===== config.mk =====
export PLATFORM = sky130hd
export DESIGN_NAME = auto_reload_timer_split
export DESIGN_NICKNAME = d
export VERILOG_FILES = /design/src/timer_pkg.sv /design/src/ext_tick_sync.sv /design/src/auto_reload_timer_split.sv
export SDC_FILE = /design/constraint.sdc
export NUM_CORES = 1
export LEC_CHECK = 0
export BUFFER_PORTS_ARGS = -buffer_cell sky130_fd_sc_hd__buf_2
export CAP_MARGIN = 20
export CORE_MARGIN = 2
export CORE_UTILIZATION = 50
export CTS_CLUSTER_DIAMETER = 150
export CTS_CLUSTER_SIZE = 20
export DETAILED_ROUTE_END_ITERATION = 6
export GPL_TIMING_DRIVEN = 0
export MAX_ROUTING_LAYER = met4
export PLACE_DENSITY_LB_ADDON = 0.08
export SKIP_LAST_GASP = 1
export SLEW_MARGIN = 20
export SYNTH_ARGS = -nofsm -noshare
export SYNTH_HDL_FRONTEND = slang
export SYNTH_SLANG_ARGS = --single-unit

===== constraint.sdc =====
create_clock -name sys_clk -period 3.4 [get_ports sys_clk]
set_input_delay 0.17 -clock sys_clk [delete_from_list [all_inputs] [get_ports sys_clk]]
set_output_delay 0.17 -clock sys_clk [all_outputs]
set_load 0.01 [all_outputs]

===== src/timer_pkg.sv =====
// constants and carrier types for the split auto-reload timer
package timer_pkg;

  localparam logic [7:0] ADDR_TIMER_CONTROL = 8'hc8;
  localparam logic [7:0] ADDR_RELOAD_LOW    = 8'hca;
  localparam logic [7:0] ADDR_RELOAD_HIGH   = 8'hcb;
  localparam logic [7:0] ADDR_COUNT_LOW     = 8'hcc;
  localparam logic [7:0] ADDR_COUNT_HIGH    = 8'hcd;

  localparam int BIT_HIGH_FLAG  = 7;
  localparam int BIT_LOW_FLAG   = 6;
  localparam int BIT_LOW_IRQ_EN = 5;
  localparam int BIT_SPLIT      = 3;
  localparam int BIT_RUN        = 2;
  localparam int BIT_ALT_SEL    = 0;

  localparam logic [7:0] CONTROL_RESET  = 8'h00;
  localparam logic [7:0] BYTE_RESET     = 8'h00;
  localparam logic [7:0] CONTROL_WMASK  = 8'hed;
  localparam logic [7:0] BYTE_ALL_ONES  = 8'hff;

  localparam int SYS_DIV     = 12;
  localparam int EXT_DIV     = 8;
  localparam logic [3:0] SYS_DIV_LAST = 4'(SYS_DIV - 1);
  localparam logic [2:0] EXT_DIV_LAST = 3'(EXT_DIV - 1);

  typedef struct packed {
    logic       rd;
    logic       wr;
    logic [7:0] addr;
    logic [7:0] wdata;
  } sfr_req_t;

  typedef struct packed {
    logic high_byte_clock_select;
    logic low_byte_clock_select;
  } clock_sel_t;

endpackage


===== src/ext_tick_sync.sv =====
// external oscillator divide-by-8 with tick brought into the system clock
`timescale 1ns/10ps
module ext_tick_sync
  import timer_pkg::*;
(
  input  wire logic sys_clk,
  input  wire logic rst,
  input  wire logic ce,
  input  wire logic ext_osc,
  output logic      ext_tick
);

  logic [2:0] osc_sync_r;
  logic [2:0] div_r;

  // two flops then an edge detector on the second and third stages
  always_ff @(posedge sys_clk) begin
    if (rst) begin
      osc_sync_r <= 3'h0;
    end else if (ce) begin
      osc_sync_r <= {osc_sync_r[1:0], ext_osc};
    end
  end

  // counts rising edges of the oscillator; emits one tick every eighth
  always_ff @(posedge sys_clk) begin
    if (rst) begin
      div_r    <= 3'h0;
      ext_tick <= 1'b0;
    end else if (ce) begin
      ext_tick <= 1'b0;
      if (osc_sync_r[1] && !osc_sync_r[2]) begin
        if (div_r == EXT_DIV_LAST) begin
          div_r    <= 3'h0;
          ext_tick <= 1'b1;
        end else begin
          div_r <= div_r + 3'h1;
        end
      end
    end
  end

endmodule


===== src/auto_reload_timer_split.sv =====
// 16-bit auto-reload timer, splittable into two 8-bit auto-reload timers
`timescale 1ns/10ps
module auto_reload_timer_split
  import timer_pkg::*;
(
  input  wire logic       sys_clk,
  input  wire logic       rst,
  input  wire logic       ce,
  input  timer_pkg::sfr_req_t   sfr_req,
  input  timer_pkg::clock_sel_t clock_sel,
  input  wire logic       timer_interrupt_enable,
  input  wire logic       ext_osc,
  output logic [7:0]      sfr_rdata,
  output logic            irq
);

  logic [7:0] control_r;
  logic [7:0] reload_low_r;
  logic [7:0] reload_high_r;
  logic [7:0] count_low_r;
  logic [7:0] count_high_r;
  logic [3:0] presc_r;
  logic       presc_tick_r;
  logic       ext_tick;
  logic       alt_tick;
  logic       low_tick;
  logic       high_tick;
  logic       low_src;
  logic       high_src;
  logic       low_wrap;
  logic       high_wrap;
  logic       split_mode;
  logic       run_control;
  logic       low_byte_irq_enable;
  logic       high_overflow_flag;
  logic       low_overflow_flag;

  // one-hot address decode used by read mux and all write paths
  function automatic logic hit(input logic [7:0] a, input logic [7:0] target);
    hit = (a == target);
  endfunction

  function automatic logic writes(input sfr_req_t r, input logic [7:0] target);
    writes = r.wr && hit(r.addr, target);
  endfunction

  assign split_mode          = control_r[BIT_SPLIT];
  assign run_control         = control_r[BIT_RUN];
  assign low_byte_irq_enable = control_r[BIT_LOW_IRQ_EN];
  assign high_overflow_flag  = control_r[BIT_HIGH_FLAG];
  assign low_overflow_flag   = control_r[BIT_LOW_FLAG];

  ext_tick_sync u_ext_tick_sync (
    .sys_clk  (sys_clk),
    .rst      (rst),
    .ce       (ce),
    .ext_osc  (ext_osc),
    .ext_tick (ext_tick)
  );

  // free-running divide-by-12 of the system clock
  always_ff @(posedge sys_clk) begin
    if (rst) begin
      presc_r      <= 4'h0;
      presc_tick_r <= 1'b0;
    end else if (ce) begin
      presc_tick_r <= (presc_r == SYS_DIV_LAST);
      if (presc_r == SYS_DIV_LAST) begin
        presc_r <= 4'h0;
      end else begin
        presc_r <= presc_r + 4'h1;
      end
    end
  end

  assign alt_tick = control_r[BIT_ALT_SEL] ? ext_tick : presc_tick_r;

  assign low_src  = clock_sel.low_byte_clock_select ? 1'b1 : alt_tick;
  assign high_src = clock_sel.high_byte_clock_select ? 1'b1 : alt_tick;

  // low select drives the whole timer in 16-bit mode; high select only when split
  always_comb begin
    if (split_mode) begin
      low_tick  = low_src;
      high_tick = high_src && run_control;
    end else begin
      low_tick  = low_src && run_control;
      high_tick = low_src && run_control;
    end
  end

  // in 16-bit mode the upper byte only steps on the lower byte's carry
  assign low_wrap  = low_tick && (count_low_r == BYTE_ALL_ONES);
  assign high_wrap = split_mode ? (high_tick && (count_high_r == BYTE_ALL_ONES))
                                : (low_wrap && (count_high_r == BYTE_ALL_ONES));

  // lower counter byte
  always_ff @(posedge sys_clk) begin
    if (rst) begin
      count_low_r <= BYTE_RESET;
    end else if (ce) begin
      if (writes(sfr_req, ADDR_COUNT_LOW)) begin
        count_low_r <= sfr_req.wdata;
      end else if (split_mode && low_wrap) begin
        count_low_r <= reload_low_r;
      end else if (!split_mode && high_wrap) begin
        count_low_r <= reload_low_r;
      end else if (low_tick) begin
        count_low_r <= count_low_r + 8'h01;
      end
    end
  end

  // upper counter byte
  always_ff @(posedge sys_clk) begin
    if (rst) begin
      count_high_r <= BYTE_RESET;
    end else if (ce) begin
      if (writes(sfr_req, ADDR_COUNT_HIGH)) begin
        count_high_r <= sfr_req.wdata;
      end else if (high_wrap) begin
        count_high_r <= reload_high_r;
      end else if (split_mode ? high_tick : low_wrap) begin
        count_high_r <= count_high_r + 8'h01;
      end
    end
  end

  // reload bytes
  always_ff @(posedge sys_clk) begin
    if (rst) begin
      reload_low_r  <= BYTE_RESET;
      reload_high_r <= BYTE_RESET;
    end else if (ce) begin
      if (writes(sfr_req, ADDR_RELOAD_LOW)) begin
        reload_low_r <= sfr_req.wdata;
      end
      if (writes(sfr_req, ADDR_RELOAD_HIGH)) begin
        reload_high_r <= sfr_req.wdata;
      end
    end
  end

  // control; a wrap in the same cycle as a software clear keeps the flag set
  always_ff @(posedge sys_clk) begin
    if (rst) begin
      control_r <= CONTROL_RESET;
    end else if (ce) begin
      if (writes(sfr_req, ADDR_TIMER_CONTROL)) begin
        control_r <= sfr_req.wdata & CONTROL_WMASK;
      end
      if (high_wrap) begin
        control_r[BIT_HIGH_FLAG] <= 1'b1;
      end
      if (low_wrap) begin
        control_r[BIT_LOW_FLAG] <= 1'b1;
      end
    end
  end

  // registered read data; unmapped addresses read zero
  always_ff @(posedge sys_clk) begin
    if (rst) begin
      sfr_rdata <= 8'h00;
    end else if (ce) begin
      if (!sfr_req.rd) begin
        sfr_rdata <= 8'h00;
      end else if (hit(sfr_req.addr, ADDR_TIMER_CONTROL)) begin
        sfr_rdata <= control_r & CONTROL_WMASK;
      end else if (hit(sfr_req.addr, ADDR_RELOAD_LOW)) begin
        sfr_rdata <= reload_low_r;
      end else if (hit(sfr_req.addr, ADDR_RELOAD_HIGH)) begin
        sfr_rdata <= reload_high_r;
      end else if (hit(sfr_req.addr, ADDR_COUNT_LOW)) begin
        sfr_rdata <= count_low_r;
      end else if (hit(sfr_req.addr, ADDR_COUNT_HIGH)) begin
        sfr_rdata <= count_high_r;
      end else begin
        sfr_rdata <= 8'h00;
      end
    end
  end

  // level request, gated by timer_interrupt_enable, follows the high flag, and the low flag only when its enable bit is set; one cycle behind them
  always_ff @(posedge sys_clk) begin
    if (rst) begin
      irq <= 1'b0;
    end else if (ce) begin
      irq <= timer_interrupt_enable &&
             (high_overflow_flag || (low_overflow_flag && low_byte_irq_enable));
    end
  end

endmodule


Word-level counts from Yosys, hierarchy flattened
Index checks and enable logic that the tools add are counted.

Add/sub/neg operators: 4. Equality and inequality tests: 9. Mux-type cells: 27. Reduce and logical (&&, ||, !) cells: 30.

Operators by type and width (number): 8-bit 2-to-1 mux (14); 8-bit equality test, second input constant (7); 8-bit by 1-bit adder with 8-bit output, second input constant (2); 2-bit AND reduction (8); 1-bit logical AND (15); 1-bit 2-to-1 mux (11); 4-bit by 1-bit adder with 4-bit output, second input constant (1); 4-bit equality test, second input constant (1); 4-bit 2-to-1 mux (1); 2-bit nonzero test (2); 4-bit nonzero test (1); 3-bit by 1-bit adder with 3-bit output, second input constant (1); 3-bit equality test, second input constant (1); 3-bit 2-to-1 mux (1); 3-bit nonzero test (1); 1-bit zero test (2); 1-bit logical OR (1).

Flip-flop bits (word level): 59. Output and inout bits: 9. Logic and storage cells: 84.

Logic depth before layout (Yosys ltp)
Depth in word-level cells: 11. Mapped depth: 7. Mapped depth without buffers: 6.

Cells and area by module
A second synthesis with hierarchy kept.

Cells, all modules: 397. Area total of the unflattened synthesis: 3298.2 um2.

Modules (own cells, without submodules): auto_reload_timer_split (times used 1, cells an instance 367, area each 2972.9 um2, seq. area each 1041.0 um2); ext_tick_sync (times used 1, cells an instance 30, area each 325.3 um2, seq. area each 140.1 um2).

Worst setup path before layout
Ideal clock, no wire load.

Kind: flip-flop to flip-flop. Start point: register count_high_r[0]. End point: register count_low_r[0]. Setup time: 0.132 ns. Arrival: 1.580 ns. Required time: 3.268 ns. Path slack: 1.688 ns. Stages on the path, launching flop included: 8. Path buffers: 1. Clock period less this slack: 1.712 ns. Cell sequence: dfxtp_1 -> ha_1 -> nand3_1 -> or2_1 -> buf_6 -> a21oi_4 -> mux2i_1 -> a21oi_1.

Longest elaborated chain between the ends: 7. Elaborated cells on any way between the ends: 10. Classes of those cells: eq/ne (1); mux (4); reduce/logical (5).

RTL lines: from (decl) (RTL line auto_reload_timer_split.sv:21) `logic [7:0] count_high_r;`; from (signal assigned) (RTL line auto_reload_timer_split.sv:120) `count_high_r <= sfr_req.wdata;`; from (signal assigned) (RTL line auto_reload_timer_split.sv:122) `count_high_r <= reload_high_r;`; from (signal assigned) (RTL line auto_reload_timer_split.sv:124) `count_high_r <= count_high_r + 8'h01;`; 8-bit equality test (*) (RTL line auto_reload_timer_split.sv:94, auto_reload_timer_split.sv:95); 1-bit logical AND, on equally long branches (RTL line auto_reload_timer_split.sv:95, auto_reload_timer_split.sv:94); 1-bit 2-to-1 mux (*) (RTL line auto_reload_timer_split.sv:94) `assign high_wrap = split_mode ? (high_tick && (count_high_r == BYTE_ALL_ONES))`; 1-bit logical AND (*) (RTL line auto_reload_timer_split.sv:106) `end else if (!split_mode && high_wrap) begin`; 8-bit 2-to-1 mux (RTL line auto_reload_timer_split.sv:106); 8-bit 2-to-1 mux (RTL line auto_reload_timer_split.sv:104) `end else if (split_mode && low_wrap) begin`; 8-bit 2-to-1 mux (RTL line auto_reload_timer_split.sv:102) `if (writes(sfr_req, ADDR_COUNT_LOW)) begin`; to (signal assigned) (RTL line auto_reload_timer_split.sv:103) `count_low_r <= sfr_req.wdata;`; to (signal assigned) (RTL line auto_reload_timer_split.sv:105) `count_low_r <= reload_low_r;`; to (signal assigned) (RTL line auto_reload_timer_split.sv:107) `count_low_r <= reload_low_r;`; to (decl) (RTL line auto_reload_timer_split.sv:20) `logic [7:0] count_low_r;`.

Mark *: on every way between the ends. The rest lies on a longest branch, timed or not. A chain may end at the register's enable or synchronous reset.

Final worst setup path
Start point: register count_low_r[1]. End point: register count_high_r[2].

Longest elaborated chain between the ends: 6. Elaborated cells on any way between the ends: 9. Classes of those cells: eq/ne (1); mux (4); reduce/logical (4).

RTL lines: 8-bit equality test (*) (RTL line auto_reload_timer_split.sv:93) `assign low_wrap = low_tick && (count_low_r == BYTE_ALL_ONES);`; 1-bit logical AND (*) (RTL line auto_reload_timer_split.sv:93); 1-bit logical AND (RTL line auto_reload_timer_split.sv:95) `: (low_wrap && (count_high_r == BYTE_ALL_ONES));`; 1-bit 2-to-1 mux (RTL line auto_reload_timer_split.sv:94); 3-bit nonzero test (no line) or 8-bit 2-to-1 mux (tied branches); 2-bit AND reduction (no line) or 8-bit 2-to-1 mux (tied branches).

Marks and branches as above.

==> reports/results.txt <==
Worst EP required = 3.65 ns
R2R Path Start = count_low_r[1]
Crit. End Element = flop
vias in the first global route = 2,978
Layout area overhead = 13.2%
Root Driver = clkbuf_8
setup TNS = 0 ns
fraction of registers with async set/reset = 0
crit-path max FO = 6
Max-cap violations = 0
CTS resizes = 0
Worst Tran Pin Value = 0.710 ns
HP Start = ext_osc
most frequent cell after synthesis = dfxtp_1
hold path depth = 3
Power Density = 384 mW/mm²
initial drt markers = 351
final setup vio count = 0
DIE AREA = 0.00739 mm²
post-place setup slack = 1.39 ns
Remaining DRCs = 0
Slew Viols, Final = 0
share of the synthesized area in the top cell type = 0.352
largest net degree at the start of global routing = 11
synthesized area = 0.00336 mm²
antenna violations before repair = 0
r2r worst-path depth = 6
clk_skew = 0.00711 ns
H-tree levels = 3
Nets = 460
Final Total Pwr = 1.46 mW
ANT cells = 0
register area share after synthesis = 0.352
remaining antenna violation count = 0
distinct cell type count after synthesis = 65
Fill cells = 601
post-synthesis compound-gate area fraction = 0.227
most frequent cells after synthesis = dfxtp_1, nor2_1, mux2i_1
Die H = 86.0 µm
Post-Synth XOR/XNOR Area = 0.0261
Max-Slew Margin vs Limit = 0.527
largest family of logic cells by synthesized area = compound AO/OA/AOI/OAI gates
dominant cells by area after synthesis = dfxtp_1, mux2i_1, nor2_1
Ys Warns = 0
Critical Path AT = 2.32 ns
CTS tree = yes
Die W = 86.0 µm
Fmax = 0.483 GHz
CORE AREA = 0.00642 mm²
Starting Density = 0.523
TritonCTS Buffers = 9
CTS Buffer Depth = 2
unrepaired setup endpoints after global routing = false
Avg Inst Size Synth = 8.63 µm²
first-pass GRT wire length = 16,300 µm
#FFs+latches synth = 59
port bufs = 30
GP Congestion = 1.06
Post-synth EDFFs = 0
Clk Latency, worst-skew pair = 0.35 ns
Overflow after GRT = 0
Worst-path clk slew = 0.07 ns
Rows = 29
Vias = 3,130
Worst setup SP type = flop
Main synth FF type = dfxtp_1
Post-CTS Setup Bufs = 0
status = completed
CTS hold repair buffers = 0
WHS Endpoint = u_ext_tick_sync.osc_sync_r[0]
syn nets = 419
drt pass-1 iters = 5
Pleak = 1.65 nW
Avg Vias per Cell = 6.11
leading area contributor after synthesis = dfxtp_1
layout cells sized above 1 = 0.166
r2r endpoint = count_high_r[2]
total wire length = 10,100 µm
WL/cell = 19.8 µm
post-synthesis adder-cell area fraction = 0.0186
GRT Overall Usage = 0.302
HP Class = primary input to flop
Hold Fails Final Rpt = 0
critical path class = flop to flop
Top Ports = 34
peak supply drop = 303 µV
Final min period = 2.07 ns
DP HPWL = 7450 µm
FF-to-FF setup slack = 1.33 ns
Final period util = 0.609
Synth Area in Simple Gates = 0.215
Final Worst Setup Slack = 1.33 ns
Clock Sinks = 59
mux contribution to synthesized area = 0.124
Post-Synthesis Cells = 389
[worst max-delay path: stages (launching register included)]
cell       delay [ns]
dfxtp_1          0.46
ha_1             0.27
and4b_1          0.29
o2111ai_4        0.17
a31oi_1          0.34
nor2_1           0.17
a22o_1           0.27
[cells by family after synthesis]
group	after synthesis
adders and majority gates	5
muxes	41
buffers and inverters	28
and+or+nand+nor	139
AOI/OAI and AO/OA	107
xor gates and xnor gates	10
DFF	59
[routing by layer]
layer,track usage,share of wire,up-vias
met3,0.0693,0.075,23
li1,-,-,1528
met4,0.117,0.025,0
met1,0.397,0.46,1436
met5,-,0,-
met2,0.452,0.44,143
[worst max path at each step]
stage | startpoint | to | slack, ns | cells past startpoint
after detailed placement | count_high_r[0] | count_low_r[1] | 1.39 | 7
after floorplan | count_high_r[0] | count_low_r[0] | 1.69 | 7
after global placement | count_high_r[0] | count_low_r[2] | 1.41 | 7
after CTS | count_high_r[0] | count_low_r[1] | 1.38 | 7
final | count_low_r[1] | count_high_r[2] | 1.33 | 6
after global routing | count_high_r[0] | count_low_r[0] | 1.19 | 7
[state kept, by name, summed over array words and instances, names as in the netlist]
register / count
reload_low_r: 8
presc_tick_r: 1
sfr_rdata: 8
u_ext_tick_sync.osc_sync_r: 3
irq: 1
reload_high_r: 8
control_r: 6
count_low_r: 8
count_high_r: 8
presc_r: 4
u_ext_tick_sync.ext_tick: 1
u_ext_tick_sync.div_r: 3
[cell usage in the layout (no fill, tap or decap), types with 3 or more instances in the layout]
cell type	n
nor2_1	47
o21ai_0	8
a221oi_1	3
xor2_1	3
mux2i_1	38
xnor2_1	7
a22o_1	7
buf_2	38
nor2b_1	3
clkbuf_8	10
nand4_1	3
clkbuf_1	14
nand3_1	11
nand3b_1	9
o21bai_1	4
nor3_1	6
o211ai_1	10
a211o_1	4
or2_2	3
nand2b_1	3
o22ai_1	5
dfxtp_1	59
and3_1	5
ha_1	5
nand2_1	30
o21a_1	5
inv_1	7
a32oi_1	3
and4_1	3
a21oi_1	34
[stage by stage]
| step | std cells | hold WS [ns] | util | cell area (µm²) |
|---|---|---|---|---|
| 6_report | 512 | 0.0639 | 0.592 | 3800 |
| 3_5_place_dp | 496 | 0.421 | 0.561 | 3600 |
| 2_1_floorplan | 389 | 0.314 | - | 3360 |
| 4_1_cts | 512 | 0.0665 | 0.592 | 3800 |
| 5_1_grt | 512 | 0.0677 | 0.592 | 3800 |
| 3_3_place_gp | 496 | 0.412 | 0.561 | 3600 |
[area by class of cell]
type	instances	area, µm²	share of cell area
clock inverters	4	50.0	0.0132
well taps	77	96.3	0.0254
clock buffers	12	145	0.0382
multi-input cells	302	2050	0.541
flip-flops and latches	59	1180	0.311
inverters	7	26.3	0.00691
plain buffers	21	96.3	0.0254
repair buffers	30	150	0.0395
[power breakdown]
part	switching (mW)	internal [mW]
logic	0.0687	0.0317
clock network	0.304	0.358
registers	0.00316	0.695
Note: power is estimated with default switching activity, not from simulation.
